===== config.mk =====
export PLATFORM = sky130hd
export DESIGN_NAME = iqr_regs
export DESIGN_NICKNAME = d
export VERILOG_FILES = /design/src/rtl/iqr_pkg.sv /design/src/rtl/iqr_fetch.sv /design/src/rtl/iqr_regs.sv
export SDC_FILE = /design/constraint.sdc
export NUM_CORES = 1
export LEC_CHECK = 0
export BUFFER_PORTS_ARGS = -buffer_cell sky130_fd_sc_hd__buf_2
export CORE_AREA = 5 5 156 158
export CTS_BUF_LIST = sky130_fd_sc_hd__clkbuf_16
export DETAILED_ROUTE_END_ITERATION = 16
export DIE_AREA = 0 0 161 163
export PLACE_DENSITY = 0.59
export SLEW_MARGIN = 20
export SYNTH_ARGS = -nofsm -noshare
export SYNTH_HDL_FRONTEND = slang
export SYNTH_SLANG_ARGS = --single-unit
export TNS_END_PERCENT = 20

===== constraint.sdc =====
create_clock -name core_clk -period 4.7 [get_ports core_clk]
set_clock_uncertainty 0.15 [all_clocks]
set_input_delay 0 -clock core_clk [delete_from_list [all_inputs] [get_ports core_clk]]
set_output_delay 0 -clock core_clk [all_outputs]
set_load 0.01 [all_outputs]

===== src/rtl/iqr_pkg.sv =====
/*
  Package for the invalidation queue register block: offsets, fields, reset values, types.
  Assumes a 32-bit AXI4-Lite register bus and one clock domain.
*/
package iqr_pkg;
  localparam logic [7:0]  OFF_HEAD_LO   = 8'h80;
  localparam logic [7:0]  OFF_HEAD_HI   = 8'h84;
  localparam logic [7:0]  OFF_TAIL_LO   = 8'h88;
  localparam logic [7:0]  OFF_TAIL_HI   = 8'h8C;
  localparam logic [7:0]  OFF_BASE_LO   = 8'h90;
  localparam logic [7:0]  OFF_BASE_HI   = 8'h94;
  localparam logic [7:0]  OFF_WAIT_STAT = 8'h9C;
  localparam logic [7:0]  OFF_CTRL      = 8'hA8;
  localparam logic [7:0]  OFF_IRQ_STAT  = 8'hAC;
  localparam logic [7:0]  OFF_IRQ_MASK  = 8'hB0;
  localparam int          HOST_ADDRESS_WIDTH           = 48;
  localparam int          OFFS_MSB      = 18;
  localparam int          OFFS_LSB      = 4;
  localparam int          BASE_LSB      = 12;
  localparam int          SIZE_MSB      = 2;
  localparam int          CTRL_EN_BIT   = 0;
  localparam int          CTRL_QI_BIT   = 1;
  localparam logic [14:0] OFFS_RESET    = 15'h0000;
  localparam logic [35:0] BASE_RESET    = 36'h0;
  localparam logic [2:0]  SIZE_RESET    = 3'h0;
  localparam logic [1:0]  RESP_OKAY     = 2'h0;
  localparam logic [1:0]  RESP_SLVERR   = 2'h2;

  typedef struct packed {
    logic        valid;
    logic [63:0] addr;
  } iqr_fetch_t;

  typedef enum logic [2:0] {
    FS_IDLE = 3'b001,
    FS_REQ  = 3'b010,
    FS_OFF  = 3'b100
  } iqr_fetch_state_t;
endpackage : iqr_pkg


===== src/rtl/iqr_fetch.sv =====
/*
  Descriptor fetch sequencer: walks head toward tail and issues fetch requests.
  Assumes memory answers each request with a one-cycle done pulse.
*/
`timescale 1ns/1ps
module iqr_fetch (
  input  wire logic                 core_clk,
  input  wire logic                 rst_n,
  input  wire logic                 enable,
  input  wire logic [14:0]          tailOffset,
  input  wire logic [35:0]          baseAddr,
  input  wire logic [2:0]           sizeExp,
  input  wire logic                 fetchDone,
  output logic                      fetchValid,
  output logic [63:0]               fetchAddr,
  output logic [14:0]               headOffset
);
  iqr_pkg::iqr_fetch_state_t state;
  iqr_pkg::iqr_fetch_state_t next_state;
  logic [14:0]               next_headOffset;
  logic [14:0]               lastEntry;

  always_comb
  begin
    // Entries = 2^(X+8); last index masks wrap
    lastEntry       = 15'((17'h1 << (5'(sizeExp) + 5'h8)) - 17'h1);
    next_state      = state;
    next_headOffset = headOffset;
    case (state)
      iqr_pkg::FS_IDLE:
        if (!enable)
          next_headOffset = iqr_pkg::OFFS_RESET;
        else if (headOffset != tailOffset)
          next_state = iqr_pkg::FS_REQ;
      iqr_pkg::FS_REQ:
        if (fetchDone)
        begin
          next_headOffset = (headOffset == lastEntry) ? 15'h0000 : headOffset + 15'h0001;
          next_state      = iqr_pkg::FS_IDLE;
        end
      default:
        next_state = iqr_pkg::FS_IDLE;
    endcase
    // Disable aborts an in-flight fetch; memory must tolerate a dropped request
    if (!enable)
    begin
      next_state      = iqr_pkg::FS_IDLE;
      next_headOffset = iqr_pkg::OFFS_RESET;
    end
  end

  always_ff @(posedge core_clk)
  begin
    if (!rst_n)
    begin
      state      <= iqr_pkg::FS_IDLE;
      headOffset <= iqr_pkg::OFFS_RESET;
      fetchValid <= 1'b0;
      fetchAddr  <= 64'h0;
    end
    else
    begin
      state      <= next_state;
      headOffset <= next_headOffset;
      fetchValid <= (next_state == iqr_pkg::FS_REQ);
      fetchAddr  <= {16'h0, baseAddr, 12'h000} + {45'h0, next_headOffset, 4'h0};
    end
  end

  chk_head_cleared: assert property (@(posedge core_clk) disable iff (!rst_n)
    !enable |=> headOffset == 15'h0000) else $error("head not cleared when disabled");
  chk_head_step: assert property (@(posedge core_clk) disable iff (!rst_n)
    (state == iqr_pkg::FS_REQ && fetchDone && enable && headOffset != lastEntry)
    |=> headOffset == $past(headOffset) + 15'h0001) else $error("head did not advance");
  chk_head_wrap: assert property (@(posedge core_clk) disable iff (!rst_n)
    (state == iqr_pkg::FS_REQ && fetchDone && enable && headOffset == lastEntry)
    |=> headOffset == 15'h0000) else $error("head did not wrap");
  chk_no_fetch_empty: assert property (@(posedge core_clk) disable iff (!rst_n)
    (state == iqr_pkg::FS_IDLE && headOffset == tailOffset) |=> !fetchValid)
    else $error("fetch with empty queue");
endmodule : iqr_fetch


===== src/rtl/iqr_regs.sv =====
/*
  Invalidation queue register bank with AXI4-Lite slave, wait-done interrupt and fetch.
  Assumes a single clock, synchronous active-low reset, same-domain event inputs.
*/
// The AXI4-Lite register port was left to the implementer.
// How it works
// - With queued invalidation unsupported, head, tail, base/size and wait status read zero.
// - Head offset lives read-only in bits 18:4 and names the next entry to fetch.
// - Head offset is held at zero whenever the queue is disabled.
// - Tail offset in bits 18:4 is writable and marks where software puts the next entry.
// - Bits 63:12 of the base register hold the 4KB-aligned queue start used for fetches.
// - Base bits at and above the host address width are not stored.
// - The base field reads back what software last wrote in bits 47:12; higher bits read zero.
// - Size value X means 2^X pages, that is 2^(X+8) descriptor entries.
// - Wait-done in bit 0 is set by a flagged wait completion and cleared by writing one.
// - A completion only raises a new pending interrupt if wait-done was clear.
`timescale 1ns/1ps
module iqr_regs (
  input  wire logic                 core_clk,
  input  wire logic                 rst_n,
  input  wire logic                 qiSupported,
  input  wire logic [7:0]           s_axi_awaddr,
  input  wire logic                 s_axi_awvalid,
  output logic                      s_axi_awready,
  input  wire logic [31:0]          s_axi_wdata,
  input  wire logic [3:0]           s_axi_wstrb,
  input  wire logic                 s_axi_wvalid,
  output logic                      s_axi_wready,
  output logic [1:0]                s_axi_bresp,
  output logic                      s_axi_bvalid,
  input  wire logic                 s_axi_bready,
  input  wire logic [7:0]           s_axi_araddr,
  input  wire logic                 s_axi_arvalid,
  output logic                      s_axi_arready,
  output logic [31:0]               s_axi_rdata,
  output logic [1:0]                s_axi_rresp,
  output logic                      s_axi_rvalid,
  input  wire logic                 s_axi_rready,
  input  wire logic                 waitDone,
  input  wire logic                 fetchDone,
  output logic                      fetchValid,
  output logic [63:0]               fetchAddr,
  output logic                      irq
);
  logic        awHeld;
  logic        wHeld;
  logic [7:0]  awAddr;
  logic [31:0] wData;
  logic [3:0]  wStrb;
  logic        next_awHeld;
  logic        next_wHeld;
  logic [7:0]  next_awAddr;
  logic [31:0] next_wData;
  logic [3:0]  next_wStrb;
  logic        next_bvalid;
  logic [1:0]  next_bresp;
  logic        next_rvalid;
  logic [31:0] next_rdata;
  logic [1:0]  next_rresp;
  logic        doWrite;

  logic [14:0] tailOffset;
  logic [35:0] baseAddr;
  logic [2:0]  sizeExp;
  logic        queueEnable;
  logic        waitDoneFlag;
  logic        irqStatus;
  logic        irqMask;
  logic [14:0] next_tailOffset;
  logic [35:0] next_baseAddr;
  logic [2:0]  next_sizeExp;
  logic        next_queueEnable;
  logic        next_waitDoneFlag;
  logic        next_irqStatus;
  logic        next_irqMask;
  logic [14:0] headOffset;
  logic        qiOn;
  logic [31:0] tailMerged;
  logic [31:0] baseLoMerged;
  logic [31:0] baseHiMerged;

  // Byte-lane merge of one write word
  function automatic logic [31:0] merge(input logic [31:0] old, input logic [31:0] nw,
                                        input logic [3:0] strb);
    logic [31:0] r;
    r = old;
    for (int i = 0; i < 4; i++)
      if (strb[i])
        r[8*i +: 8] = nw[8*i +: 8];
    return r;
  endfunction : merge

  function automatic logic known(input logic [7:0] a);
    return a == iqr_pkg::OFF_HEAD_LO || a == iqr_pkg::OFF_HEAD_HI
        || a == iqr_pkg::OFF_TAIL_LO || a == iqr_pkg::OFF_TAIL_HI
        || a == iqr_pkg::OFF_BASE_LO || a == iqr_pkg::OFF_BASE_HI
        || a == iqr_pkg::OFF_WAIT_STAT || a == iqr_pkg::OFF_CTRL
        || a == iqr_pkg::OFF_IRQ_STAT || a == iqr_pkg::OFF_IRQ_MASK;
  endfunction : known

  assign qiOn    = qiSupported;
  assign doWrite = awHeld && wHeld && !s_axi_bvalid;

  // Lane merges held in nets, since a function result cannot be sliced in place
  assign tailMerged   = merge({13'h0, tailOffset, 4'h0}, wData, wStrb);
  assign baseLoMerged = merge({baseAddr[19:0], 9'h0, sizeExp}, wData, wStrb);
  assign baseHiMerged = merge({16'h0, baseAddr[35:20]}, wData, wStrb);

  // Bus channel capture and responses
  always_comb
  begin
    next_awHeld = awHeld;
    next_awAddr = awAddr;
    next_wHeld  = wHeld;
    next_wData  = wData;
    next_wStrb  = wStrb;
    next_bvalid = s_axi_bvalid && !s_axi_bready;
    next_bresp  = s_axi_bresp;
    next_rvalid = s_axi_rvalid && !s_axi_rready;
    next_rdata  = s_axi_rdata;
    next_rresp  = s_axi_rresp;
    if (s_axi_awvalid && s_axi_awready)
    begin
      next_awHeld = 1'b1;
      next_awAddr = {s_axi_awaddr[7:2], 2'b00};
    end
    if (s_axi_wvalid && s_axi_wready)
    begin
      next_wHeld = 1'b1;
      next_wData = s_axi_wdata;
      next_wStrb = s_axi_wstrb;
    end
    if (doWrite)
    begin
      next_awHeld = 1'b0;
      next_wHeld  = 1'b0;
      next_bvalid = 1'b1;
      next_bresp  = known(awAddr) ? iqr_pkg::RESP_OKAY : iqr_pkg::RESP_SLVERR;
    end
    if (s_axi_arvalid && s_axi_arready)
    begin
      next_rvalid = 1'b1;
      next_rresp  = known({s_axi_araddr[7:2], 2'b00}) ? iqr_pkg::RESP_OKAY
                                                      : iqr_pkg::RESP_SLVERR;
      next_rdata  = 32'h0;
      // Queue registers read zero when the feature is absent
      if (qiOn)
        case ({s_axi_araddr[7:2], 2'b00})
          iqr_pkg::OFF_HEAD_LO:   next_rdata = {13'h0, headOffset, 4'h0};
          iqr_pkg::OFF_TAIL_LO:   next_rdata = {13'h0, tailOffset, 4'h0};
          iqr_pkg::OFF_BASE_LO:   next_rdata = {baseAddr[19:0], 9'h0, sizeExp};
          iqr_pkg::OFF_BASE_HI:   next_rdata = {16'h0, baseAddr[35:20]};
          iqr_pkg::OFF_WAIT_STAT: next_rdata = {31'h0, waitDoneFlag};
          default:                next_rdata = 32'h0;
        endcase
      case ({s_axi_araddr[7:2], 2'b00})
        iqr_pkg::OFF_CTRL:     next_rdata = {30'h0, qiOn, queueEnable};
        iqr_pkg::OFF_IRQ_STAT: next_rdata = {31'h0, irqStatus};
        iqr_pkg::OFF_IRQ_MASK: next_rdata = {31'h0, irqMask};
        default:               next_rdata = next_rdata;
      endcase
    end
  end

  always_ff @(posedge core_clk)
  begin
    if (!rst_n)
    begin
      awHeld        <= 1'b0;
      awAddr        <= 8'h00;
      wHeld         <= 1'b0;
      wData         <= 32'h0;
      wStrb         <= 4'h0;
      s_axi_awready <= 1'b0;
      s_axi_wready  <= 1'b0;
      s_axi_arready <= 1'b0;
      s_axi_bvalid  <= 1'b0;
      s_axi_bresp   <= iqr_pkg::RESP_OKAY;
      s_axi_rvalid  <= 1'b0;
      s_axi_rdata   <= 32'h0;
      s_axi_rresp   <= iqr_pkg::RESP_OKAY;
    end
    else
    begin
      awHeld        <= next_awHeld;
      awAddr        <= next_awAddr;
      wHeld         <= next_wHeld;
      wData         <= next_wData;
      wStrb         <= next_wStrb;
      // Ready only while the slot is empty, so one write is held at a time
      s_axi_awready <= !next_awHeld && !next_bvalid && !(s_axi_awvalid && s_axi_awready);
      s_axi_wready  <= !next_wHeld && !next_bvalid && !(s_axi_wvalid && s_axi_wready);
      s_axi_arready <= !next_rvalid && !(s_axi_arvalid && s_axi_arready);
      s_axi_bvalid  <= next_bvalid;
      s_axi_bresp   <= next_bresp;
      s_axi_rvalid  <= next_rvalid;
      s_axi_rdata   <= next_rdata;
      s_axi_rresp   <= next_rresp;
    end
  end

  // Register state update
  always_comb
  begin
    next_tailOffset   = tailOffset;
    next_baseAddr     = baseAddr;
    next_sizeExp      = sizeExp;
    next_queueEnable  = queueEnable;
    next_waitDoneFlag = waitDoneFlag;
    next_irqStatus    = irqStatus;
    next_irqMask      = irqMask;
    if (doWrite)
      case (awAddr)
        iqr_pkg::OFF_TAIL_LO:
          if (qiOn)
            next_tailOffset = tailMerged[18:4];
        iqr_pkg::OFF_BASE_LO:
          if (qiOn)
          begin
            next_baseAddr[19:0] = baseLoMerged[31:12];
            next_sizeExp        = baseLoMerged[2:0];
          end
        iqr_pkg::OFF_BASE_HI:
          if (qiOn)
            next_baseAddr[35:20] = baseHiMerged[15:0];
        iqr_pkg::OFF_WAIT_STAT:
          if (qiOn && wStrb[0] && wData[0])
            next_waitDoneFlag = 1'b0;
        iqr_pkg::OFF_CTRL:
          if (wStrb[0])
            next_queueEnable = wData[iqr_pkg::CTRL_EN_BIT] && qiOn;
        iqr_pkg::OFF_IRQ_STAT:
          if (wStrb[0] && wData[0])
            next_irqStatus = 1'b0;
        iqr_pkg::OFF_IRQ_MASK:
          if (wStrb[0])
            next_irqMask = wData[0];
        default:
          next_tailOffset = tailOffset;
      endcase
    // Set wins over a clear in the same cycle
    if (waitDone && qiOn)
    begin
      if (!waitDoneFlag)
        next_irqStatus = 1'b1;
      next_waitDoneFlag = 1'b1;
    end
    if (!qiOn)
    begin
      next_queueEnable = 1'b0;
      next_waitDoneFlag = 1'b0;
    end
  end

  always_ff @(posedge core_clk)
  begin
    if (!rst_n)
    begin
      tailOffset   <= iqr_pkg::OFFS_RESET;
      baseAddr     <= iqr_pkg::BASE_RESET;
      sizeExp      <= iqr_pkg::SIZE_RESET;
      queueEnable  <= 1'b0;
      waitDoneFlag <= 1'b0;
      irqStatus    <= 1'b0;
      irqMask      <= 1'b0;
      irq          <= 1'b0;
    end
    else
    begin
      tailOffset   <= next_tailOffset;
      baseAddr     <= next_baseAddr;
      sizeExp      <= next_sizeExp;
      queueEnable  <= next_queueEnable;
      waitDoneFlag <= next_waitDoneFlag;
      irqStatus    <= next_irqStatus;
      irqMask      <= next_irqMask;
      irq          <= next_irqStatus && next_irqMask;
    end
  end

  iqr_fetch u_fetch (
    .core_clk   (core_clk),
    .rst_n      (rst_n),
    .enable     (queueEnable),
    .tailOffset (tailOffset),
    .baseAddr   (baseAddr),
    .sizeExp    (sizeExp),
    .fetchDone  (fetchDone),
    // Sequencer flops drive the pins directly; a second stage would hold a stale request
    .fetchValid (fetchValid),
    .fetchAddr  (fetchAddr),
    .headOffset (headOffset)
  );

  chk_wait_set: assert property (@(posedge core_clk) disable iff (!rst_n)
    (waitDone && qiOn) |=> waitDoneFlag) else $error("wait-done not set");
  chk_new_pending: assert property (@(posedge core_clk) disable iff (!rst_n)
    (waitDone && qiOn && !waitDoneFlag) |=> irqStatus) else $error("pending not raised");
  chk_old_pending: assert property (@(posedge core_clk) disable iff (!rst_n)
    (waitDone && waitDoneFlag && !irqStatus && !doWrite) |=> !irqStatus)
    else $error("pending raised twice");
  chk_irq_level: assert property (@(posedge core_clk) disable iff (!rst_n)
    irq == (irqStatus && irqMask)) else $error("irq mismatch");
  chk_absent_zero: assert property (@(posedge core_clk) disable iff (!rst_n)
    (s_axi_arvalid && s_axi_arready && !qiOn
     && {s_axi_araddr[7:2], 2'b00} == iqr_pkg::OFF_TAIL_LO) |=> s_axi_rdata == 32'h0)
    else $error("absent register not zero");
  chk_resp_delay: assert property (@(posedge core_clk) disable iff (!rst_n)
    (s_axi_arvalid && s_axi_arready) |=> s_axi_rvalid) else $error("read answer late");
endmodule : iqr_regs


==> metrics.cfg, run 1 <==
[worst_setup_path]
slowest_delay_ps=590
regToRegSetupSlack_ps=480
worst_setup_path_end_kind=register
worstSetupStartpoint=sizeExp[2]$_SDFFE_PN0P_
crit_end=u_fetch.fetchAddr[28]$_SDFF_PN0_
slowest_stage=dfxtp_1
cp_common_cell=a21oi_1
crit_type=reg -> reg
arrival_ps=4420
required_ps=4900
path_max_fanout=14
crit_chain=or3_1 -> a21oi_1 -> nor3_1 -> o21ai_0 -> a21boi_0 -> ha_1 -> inv_1 -> fa_1 -> nor2b_1 -> o2111ai_1 -> and3_1 -> or4_1 -> a21oi_1
timing.rr.end=u_fetch.fetchAddr[28]$_SDFF_PN0_
start_kind=register
timing.rr.start=sizeExp[2]$_SDFFE_PN0P_
reg2reg_depth=13

[sta]
max_slew_margin=0.224
drv_slew=0
post-route-period-util=0.897
finalCriticalPeriod_ps=4220
setup_violations=0
tightest_slew_ps=1160
timing.fmax_ghz=0.237
final-hold-violation-count=0
tns_ps=0
rsz0062_at_grt=no

[power_and_ir_drop]
power.density_nw_per_um2=306
p_seq_frac=0.519
swShare=0.231
intPower_w=0.00256
power_frac_comb=0.057
p_sw_w=0.000768
ir_drop_mv=0.180
leakagePower_nw=4.40
finalPower_w=0.00333
clockPowerShare=0.424

[job]
drv_cap=0

[global_route]
grt_max_degree=72
grt_usage=0.193
grt_pass1_wl_microns=40500
antenna_found_initial=0
grt-ovfl-total=0
grt_pass1_vias=7481

[logic_synthesis]
syn_area_per_cell_sq_um=8.42
ys.warnings.count=0
syn-cell-area_sq_um=8880
yosysTopAreaCellShare=0.446
ys_ff_latch=198
yosysTopAreaCell=dfxtp_1
ys_types=71
ys_seq_area_frac=0.446
synth_top_cells_by_area=dfxtp_1 (45%), nand2_1 (7.7%), a21oi_1 (6.9%)
synth_edf_count=0
async_reset_ff_frac=0
syn-instance-count=1055
ys.flop_type=dfxtp_1

[floorplan]
dieWidth_microns=161
rows=56
core_area_sq_um=23000
start_util=0.387
ios=169
die_y_microns=163
die-area_sq_um=26200

[run_status]
status=complete, no violations

[place]
routabilityCongestion=0.867
port_buffers=143
hpwl_microns=18200

[cts]
insertion_delay_ps=430
cts_sinks=198
clkTransAtPathRegs_ps=70
cts_resized=0
cts_tree=yes
cts_root_buffer=clkbuf_16
numCtsBuffers=17
htreeDepth=4
max-clock-path-buffers=2

[route]
initialDrtViolationCount=579
dr.pass1.iters=5
wl_microns=25600
drc=0
via_per_inst=5.31
drtAntennaViolNets=0
vias=8080
wl_per_cell_microns=16.8

[cells_and_area]
layout-drive-gt1-share=0.165
nNetsFinal=1292
diodes=0
fill_cells=2289
syn_to_final_growth_pct=22.4

[hold_path]
hp-class=in -> reg

[registers in the layout (all words and copies together) (netlist names), 4 cells and up]
name	cells
baseAddr	36
wData	32
s_axi_rdata	32
u_fetch.headOffset	15
u_fetch.fetchAddr	37
tailOffset	15
awAddr	6
wStrb	4
[cells by family after synthesis]
family,synth area share
other,0.000422
buffers and inverters,0.0646
xor gates and xnor gates,0.0315
DFF,0.446
muxes,0.0362
adders and majority gates,0.0135
and+or+nand+nor,0.255
AOI/OAI and AO/OA,0.153
[Yosys cell counts (3+ instances only)]
cell type / instances
nor4_1: 9
nor4bb_1: 3
nor3_1: 28
dfxtp_1: 198
buf_2: 7
nand3b_1: 7
and3_1: 11
nand2_1: 182
nand4_1: 19
ha_1: 8
or2_2: 3
nand2b_1: 17
mux2i_1: 31
or4_1: 7
a21oi_1: 123
o31ai_1: 6
xor2_1: 29
o21ai_0: 32
a211oi_1: 3
nor2b_1: 5
a21o_1: 3
buf_4: 30
inv_1: 11
buf_1: 3
nand3_1: 63
and4_1: 3
a22o_1: 23
o2111ai_1: 6
o211ai_1: 3
xnor2_1: 3
or3_1: 11
a222oi_1: 7
and2_1: 4
nor2_1: 56
clkbuf_1: 56
[stage by stage]
stage               setup WS [ps]  hold slack, ps   util  instances  instance area [sq um]
floorplan                    1090           -32.6      -       1076                   8960
global route                 99.0            44.7  0.473       1523                  10900
finish                        484            22.3  0.473       1523                  10900
detailed placement            567            82.4  0.419       1423                   9620
CTS                           545            11.4  0.473       1523                  10900
global placement              621            71.4  0.419       1423                   9620
[metal layers]
| layer | global-route usage | vias to the layer above | wire length (microns) | part of all wire |
|---|---|---|---|---|
| met2 | 0.315 | 230 | 12200 | 0.48 |
| met1 | 0.264 | 3808 | 11700 | 0.46 |
| met4 | 0.0547 | 0 | 480 | 0.019 |
| li1 | - | 4011 | - | - |
| met3 | 0.0332 | 31 | 1190 | 0.047 |
| met5 | 0 | - | 0 | 0 |
[layout by cell type, fill, tap and decap left out, types with 4 or more instances in the layout]
master	netlist	routed
nor3_1	28	28
dlygate4sd3_1	0	69
nand2_1	182	182
o21ai_0	32	32
nor4_1	9	8
and3_1	11	11
a22o_1	23	23
inv_1	11	11
buf_2	7	143
a21oi_1	123	122
dfxtp_1	198	198
nand3_1	63	63
nand2b_1	17	17
or3_1	11	11
mux2i_1	31	31
ha_1	8	8
xor2_1	29	29
buf_4	30	13
and2_1	4	4
or4_1	7	7
nand3b_1	7	7
nand4_1	19	19
conb_1	1	22
nor2_1	56	56
clkinv_4	0	5
o2111ai_1	6	6
a222oi_1	7	7
clkbuf_16	0	17
o31ai_1	6	6
nor2b_1	5	5
[power groups by stage]
| stage | clock network (W) | registers [W] | logic, W |
|---|---|---|---|
| after detailed placement | 0 | 0.00177 | 0.000147 |
| final | 0.00141 | 0.00173 | 0.000189 |
| after floorplan | 0 | 0.00175 | 0.000109 |
| after CTS | 0.00145 | 0.00173 | 0.000187 |
| after global routing | 0.00151 | 0.00173 | 0.000210 |
| after global placement | 0 | 0.00177 | 0.000146 |
[worst min path at each step]
stage / start / endpoint / depth (start not counted)
after floorplan: waitDone / waitDoneFlag$_SDFFE_PN0P_ / 2
after global placement: waitDone / waitDoneFlag$_SDFFE_PN0P_ / 3
after detailed placement: waitDone / waitDoneFlag$_SDFFE_PN0P_ / 3
after CTS: s_axi_wvalid / wData[24]$_SDFFE_PN0P_ / 5
after global routing: s_axi_wvalid / wData[5]$_SDFFE_PN0P_ / 5
final: s_axi_wvalid / wData[24]$_SDFFE_PN0P_ / 5
[cell type report]
| cell class | count | area, sq um | share of cell area |
|---|---|---|---|
| multi-input cells | 768 | 4440 | 0.408 |
| flip-flops and latches | 198 | 3960 | 0.365 |
| repair buffers | 225 | 1500 | 0.138 |
| clock buffers | 17 | 425 | 0.0391 |
| well taps | 290 | 363 | 0.0334 |
| clock inverters | 14 | 139 | 0.0128 |
| inverters | 11 | 43.8 | 0.00403 |
[worst max-delay path: cells and delay by family (launching register included)]
family	cells	cell delay, ps
compound gates	5	900
buf+inv	1	60
simple gates	5	1820
fa+ha+maj	2	620
flops	1	590
[what timing repair did]
item / in CTS / in global routing
hold buffers: 69 / 0
endpoints found under the hold margin: 61 / 0
setup buffers: 0 / 0
Power figures use the tool's default switching activity.
==> run 2, diff against run 1 <==
BUFFER_PORTS_ARGS = -buffer_cell sky130_fd_sc_hd__buf_4   (was -buffer_cell sky130_fd_sc_hd__buf_2)
clock period = 5.4 ns   (was 4.7 ns; I/O delays follow)
==> run 2 against run 1 <==
  * Global-route usage increased by 0.27 points
  * Sequential power down 13%
  * Via count barely moved
  * Utilization up 1.7 points
  * Combinational power fell by 4%
  * Power is 13% lower
  * Design area rose by 3.5%
  * Die area unchanged
  * Hold slack worse by 9.8 ps
==> metrics.cfg, run 2 (synthesis results as in run 1) <==
[worst_setup_path]
crit_type=reg -> reg  ; unchanged
crit_family=simple AND/OR/NAND/NOR gates  ; unchanged
worst_setup_path_end_kind=register  ; unchanged
required_ps=5610  ; was 4900 ps
slowest_delay_ps=550  ; was 590 ps
arrival_ps=4580  ; was 4420 ps
path_max_fanout=14  ; unchanged
crit_chain=ha_1 -> nand4_1 -> nor4_1 -> nand3_1 -> xor2_1 -> nor2_1 -> ha_1 -> nor2_1 -> nor4_4 -> buf_4 -> o211ai_2 -> or4_1 -> a21oi_1  ; was or3_1 -> a21oi_1 -> nor3_1 -> o21ai_0 -> a21boi_0 -> ha_1 -> inv_1 -> fa_1 -> nor2b_1 -> o2111ai_1 -> and3_1 -> or4_1 -> a21oi_1
worst-path-buf-inv=1  ; unchanged
start_kind=register  ; unchanged
slowest_stage=nor4_1  ; was dfxtp_1

[floorplan]
rows=56  ; unchanged
ios=169  ; unchanged
start_util=0.387  ; unchanged
die-area_sq_um=26200  ; unchanged
core_area_sq_um=23000  ; unchanged
die_y_microns=163  ; unchanged
dieWidth_microns=161  ; unchanged

[cells_and_area]
final_common_cell=dfxtp_1  ; unchanged
largest_reg_flops=37  ; unchanged
layout-drive-gt1-share=0.168  ; was 0.165
stdcell_area_sq_um=11300  ; was 10900 sq um
reg.largest.list=u_fetch.fetchAddr (37), baseAddr (36)  ; unchanged
nNetsFinal=1294  ; was 1292
syn_to_final_growth_pct=26.7  ; was 22.4%
final_cell_mix=dfxtp_1 (198), nand2_1 (182), buf_4 (155)  ; was dfxtp_1 (198), nand2_1 (182), buf_2 (143)
regMostFlops=u_fetch.fetchAddr  ; unchanged
diodes=0  ; unchanged
fill_cells=2232  ; was 2289

[sta]
setup_violations=0  ; unchanged
tightest_slew_ps=994  ; was 1160 ps
max_slew_margin=0.334  ; was 0.224
rsz0062_at_grt=no  ; unchanged
finalCriticalPeriod_ps=4370  ; was 4220 ps
tns_ps=0  ; unchanged
final-hold-violation-count=0  ; unchanged
post-route-period-util=0.809  ; was 0.897
timing.fmax_ghz=0.229  ; was 0.237 GHz
drv_slew=0  ; unchanged

[route]
wl_microns=25700  ; was 25600 microns
drtAntennaViolNets=0  ; unchanged
dr.pass1.iters=6  ; was 5
wl_per_cell_microns=16.9  ; was 16.8 microns
vias=8082  ; was 8080
initialDrtViolationCount=535  ; was 579
via_per_inst=5.30  ; was 5.31
drc=0  ; unchanged

[cts]
htreeDepth=4  ; unchanged
cts_root_buffer=clkbuf_16  ; unchanged
cts_resized=0  ; unchanged
cts_sinks=198  ; unchanged
insertion_delay_ps=430  ; about the same
numCtsBuffers=17  ; unchanged
cts_tree=yes  ; unchanged
clkTransAtPathRegs_ps=70  ; about the same
max-clock-path-buffers=2  ; unchanged

[power_and_ir_drop]
ir_drop_mv=0.170  ; was 0.180 mV
power.density_nw_per_um2=257  ; was 306 nW/um^2
leakagePower_nw=4.44  ; was 4.40 nW
finalPower_w=0.00289  ; was 0.00333 W

[global_route]
antenna_found_initial=0  ; unchanged
grt_max_degree=76  ; was 72
grt_usage=0.195  ; was 0.193
grt_pass1_vias=7625  ; was 7481
grt_pass1_wl_microns=41000  ; was 40500 microns
grt-ovfl-total=0  ; unchanged

[run_status]
status=complete, no violations  ; unchanged

[place]
routabilityCongestion=0.850  ; was 0.867
dpl_cell_area_sq_um=9980  ; was 9620 sq um
hpwl_microns=18100  ; was 18200 microns
port_buffers=143  ; unchanged

[job]
drv_cap=0  ; unchanged

[hold_path]
hp-class=in -> reg  ; unchanged

-- run 2: worst paths after layout --
path	start	end	slack, ps	cells after the start
setup reg to reg	u_fetch.headOffset[0]$_SDFFE_PN0P_	u_fetch.fetchAddr[45]$_SDFF_PN0_	1030	13
setup / recovery	u_fetch.headOffset[0]$_SDFFE_PN0P_	u_fetch.fetchAddr[45]$_SDFF_PN0_	1030	13
hold reg to reg	wData[3]$_SDFFE_PN0P_	wData[3]$_SDFFE_PN0P_	310	2
hold / removal	s_axi_wvalid	wData[30]$_SDFFE_PN0P_	10	5
-- run 2: stage by stage --
stage / hold slack [ps] / std cells / setup slack [ps] / util
after floorplan: -32.6 / 1076 / 1790 / -
after global placement: 63.9 / 1422 / 1180 / 0.434
after detailed placement: 71.3 / 1422 / 1100 / 0.434
after CTS: 0.736 / 1526 / 1020 / 0.490
after global routing: 30.8 / 1526 / 695 / 0.490
final: 12.5 / 1526 / 1030 / 0.490
-- run 2: where the power goes --
group	total, W	internal (W)	leakage (nW)	switching [W]
registers	0.00150	0.00148	1.60	0.0000242
clock network	0.00120	0.000601	0.255	0.000602
logic	0.000182	0.0000873	2.59	0.0000942
total	0.00289	0.00217	4.44	0.000720
-- run 2: repair_timing --
action | 4_1_cts | 5_1_grt
hold endpoints to repair | 82 | 0
buffers inserted | 0 | 0
hold buffers | 72 | 0
-- run 2: cell type report --
class | instances | area (sq um) | area share
tap | 290 | 363 | 0.0322
multi-input combinational | 768 | 4460 | 0.396
clock inverter | 15 | 124 | 0.0110
timing repair buffer | 227 | 1880 | 0.167
sequential | 198 | 3960 | 0.352
clock buffer | 17 | 425 | 0.0378
inverter | 11 | 42.5 | 0.00378
-- run 2: per-layer routing --
| layer | share of wire | global-route usage | up-vias |
|---|---|---|---|
| li1 | - | - | 4021 |
| met1 | 0.45 | 0.261 | 3827 |
| met2 | 0.48 | 0.320 | 197 |
| met3 | 0.045 | 0.0324 | 37 |
| met4 | 0.024 | 0.0706 | 0 |
| met5 | 0 | 0 | - |
-- run 2: worst min-delay path, delay by kind of cell --
kind	cells	cell delay [ps]
AOI/OAI and AO/OA	1	50
buffers and inverters	2	340
and+or+nand+nor	2	160
==> run 3, diff against run 2 <==
clock period = 4.06 ns   (was 5.4 ns; I/O delays follow)
==> run 3 against run 2 <==
  * Utilization up 1.2 points
  * Cell count increased by 1.3%
  * Critical path depth unchanged
  * Highest routed layer unchanged
==> metrics.cfg, run 3 (synthesis results as in run 1) <==
[run_status]
status=complete, no violations  ; unchanged

[cells_and_area]
fin_util=0.502  ; was 0.490
layout-drive-gt1-share=0.186  ; was 0.168
diodes=0  ; unchanged
stdcell_area_sq_um=11500  ; was 11300 sq um
largest_reg_flops=37  ; unchanged
nNetsFinal=1314  ; was 1294
stdcell_count=1546  ; was 1526
regMostFlops=u_fetch.fetchAddr  ; unchanged
final_cell_mix=dfxtp_1 (196), nand2_1 (182), buf_4 (176)  ; was dfxtp_1 (198), nand2_1 (182), buf_4 (155)
ff_latch_area_sq_um=3970  ; was 3960 sq um
reg.largest.list=u_fetch.fetchAddr (37), baseAddr (36)  ; unchanged
syn_to_final_growth_pct=29.8  ; was 26.7%
final_common_cell=dfxtp_1  ; unchanged
fill_cells=2262  ; was 2232
multiInputGateArea_sq_um=4460  ; about the same

[worst_setup_path]
reg2reg_depth=13  ; unchanged
worst_setup_path_end_kind=register  ; unchanged
regToRegSetupSlack_ps=200  ; was 1030 ps
timing.rr.end=u_fetch.fetchAddr[45]$_SDFF_PN0_  ; unchanged
required_ps=4260  ; was 5610 ps
worst-path-buf-inv=2  ; was 1
timing.rr.start=sizeExp[0]$_SDFFE_PN0P_  ; was u_fetch.headOffset[0]$_SDFFE_PN0P_
path_max_fanout=14  ; unchanged
slowest_stage=or4_1  ; was nor4_1
crit_type=reg -> reg  ; unchanged
arrival_ps=4050  ; was 4580 ps
crit_family=simple AND/OR/NAND/NOR gates  ; unchanged
start_kind=register  ; unchanged
slowest_delay_ps=560  ; was 550 ps
crit_chain=or4_1 -> mux2i_1 -> o22ai_1 -> buf_4 -> o31ai_2 -> buf_4 -> nor2_1 -> ha_1 -> nand2_1 -> nor4_4 -> o211ai_2 -> or4_1 -> a21oi_1  ; was ha_1 -> nand4_1 -> nor4_1 -> nand3_1 -> xor2_1 -> nor2_1 -> ha_1 -> nor2_1 -> nor4_4 -> buf_4 -> o211ai_2 -> or4_1 -> a21oi_1

[global_route]
grt_pass1_vias=7672  ; was 7625
grt-ovfl-total=0  ; unchanged
grt_usage=0.200  ; was 0.195
grt_pass1_wl_microns=41700  ; was 41000 microns
antenna_found_initial=0  ; unchanged
grt_max_degree=97  ; was 76

[floorplan]
die-area_sq_um=26200  ; unchanged
core_area_sq_um=23000  ; unchanged
rows=56  ; unchanged
dieWidth_microns=161  ; unchanged
start_util=0.387  ; unchanged
ios=169  ; unchanged
die_y_microns=163  ; unchanged

[hold_path]
min_path_cells=4  ; was 5
hp-start=s_axi_araddr[4]  ; was s_axi_wvalid
hp-class=in -> reg  ; unchanged
hold_end=s_axi_rdata[30]$_SDFFE_PN0P_  ; was wData[30]$_SDFFE_PN0P_

[route]
vias=8239  ; was 8082
drtAntennaViolNets=0  ; unchanged
wl_per_cell_microns=17.3  ; was 16.9 microns
dr.pass1.iters=6  ; unchanged
initialDrtViolationCount=682  ; was 535
wl_microns=26700  ; was 25700 microns
via_per_inst=5.33  ; was 5.30
drc=0  ; unchanged

[cts]
insertion_delay_ps=440  ; was 430 ps
max-clock-path-buffers=2  ; unchanged
clkTransAtPathRegs_ps=70  ; about the same
numCtsBuffers=17  ; unchanged
cts_tree=yes  ; unchanged
htreeDepth=4  ; unchanged
cts_sinks=198  ; unchanged
cts_root_buffer=clkbuf_16  ; unchanged

[power_and_ir_drop]
ir_drop_mv=0.245  ; was 0.170 mV
leakagePower_nw=4.61  ; was 4.44 nW
power.density_nw_per_um2=361  ; was 257 nW/um^2

[sta]
timing.fmax_ghz=0.259  ; was 0.229 GHz
drv_slew=0  ; unchanged
timing.hold.ws_ps=29.1  ; was 12.5 ps
final-hold-violation-count=0  ; unchanged
setup_violations=0  ; unchanged
finalCriticalPeriod_ps=3860  ; was 4370 ps
max_slew_margin=0.227  ; was 0.334
post-route-period-util=0.950  ; was 0.809
tightest_slew_ps=1150  ; was 994 ps
worst_slack_ps=204  ; was 1030 ps

[place]
dpl_cell_area_sq_um=10100  ; was 9980 sq um
hpwl_microns=18900  ; was 18100 microns
routabilityCongestion=0.900  ; was 0.850
port_buffers=143  ; unchanged
dpl.cell_count=1441  ; was 1422
dpl_worst_slack_ps=203  ; was 1100 ps

[job]
drv_cap=0  ; unchanged

## run 3: worst reg2reg max path: cells and delay by family (launching register included)
family,cells,cell delay (ps)
adder cells (fa/ha/maj),1,400
AND/OR/NAND/NOR,5,1570
AO/OA/AOI/OAI,4,750
multiplexers,1,140
buffers and inverters,2,360
flip-flops,1,400
## run 3: cell type report
class / count / share of cell area
Timing Repair Buffer: 247 / 0.176
Clock inverter: 15 / 0.0208
Sequential cell: 198 / 0.344
Inverter: 11 / 0.00369
Multi-Input combinational cell: 768 / 0.387
Clock buffer: 17 / 0.0369
Tap cell: 290 / 0.0315
## run 3: how the worst max path moves through the flow
stage	cells after the start	startpoint	slack, ps	endpoint
5_1_grt	12	u_fetch.headOffset[0]$_SDFFE_PN0P_	-20	u_fetch.fetchAddr[43]$_SDFF_PN0_
3_3_place_gp	13	sizeExp[2]$_SDFFE_PN0P_	270	u_fetch.fetchAddr[28]$_SDFF_PN0_
3_5_place_dp	13	sizeExp[2]$_SDFFE_PN0P_	200	u_fetch.fetchAddr[28]$_SDFF_PN0_
2_1_floorplan	15	sizeExp[2]$_SDFFE_PN0P_	450	u_fetch.fetchAddr[36]$_SDFF_PN0_
6_report	13	sizeExp[0]$_SDFFE_PN0P_	200	u_fetch.fetchAddr[45]$_SDFF_PN0_
4_1_cts	13	sizeExp[2]$_SDFFE_PN0P_	190	u_fetch.fetchAddr[28]$_SDFF_PN0_
## run 3: power breakdown
| group | switching [W] | total, W | leakage (nW) | internal [W] |
|---|---|---|---|---|
| clock network | 0.000805 | 0.00192 | 0.326 | 0.00111 |
| logic | 0.000126 | 0.000241 | 2.68 | 0.000115 |
| registers | 0.0000328 | 0.00200 | 1.60 | 0.00197 |
| total | 0.000963 | 0.00416 | 4.61 | 0.00320 |
## run 3: timing repair
item,in CTS,in global routing
hold endpoints to repair,85,0
setup buffers,0,2
endpoints found under the setup margin,0,10
gates resized for setup,0,4
hold buffers,71,0
## run 3: per-layer routing
metal  up-vias  global-route usage  part of all wire
met1      3884               0.271              0.45
li1       4051                   -                 -
met3        42              0.0364             0.051
met4         0              0.0737             0.027
met2       262               0.320              0.48
met5         -                   0                 0
## run 3: per-stage QoR
stage,total power (W),TNS [ps]
2_1_floorplan,0.00216,0
3_3_place_gp,0.00223,0
3_5_place_dp,0.00223,0
4_1_cts,0.00419,0
5_1_grt,0.00431,-19.5
6_report,0.00416,0
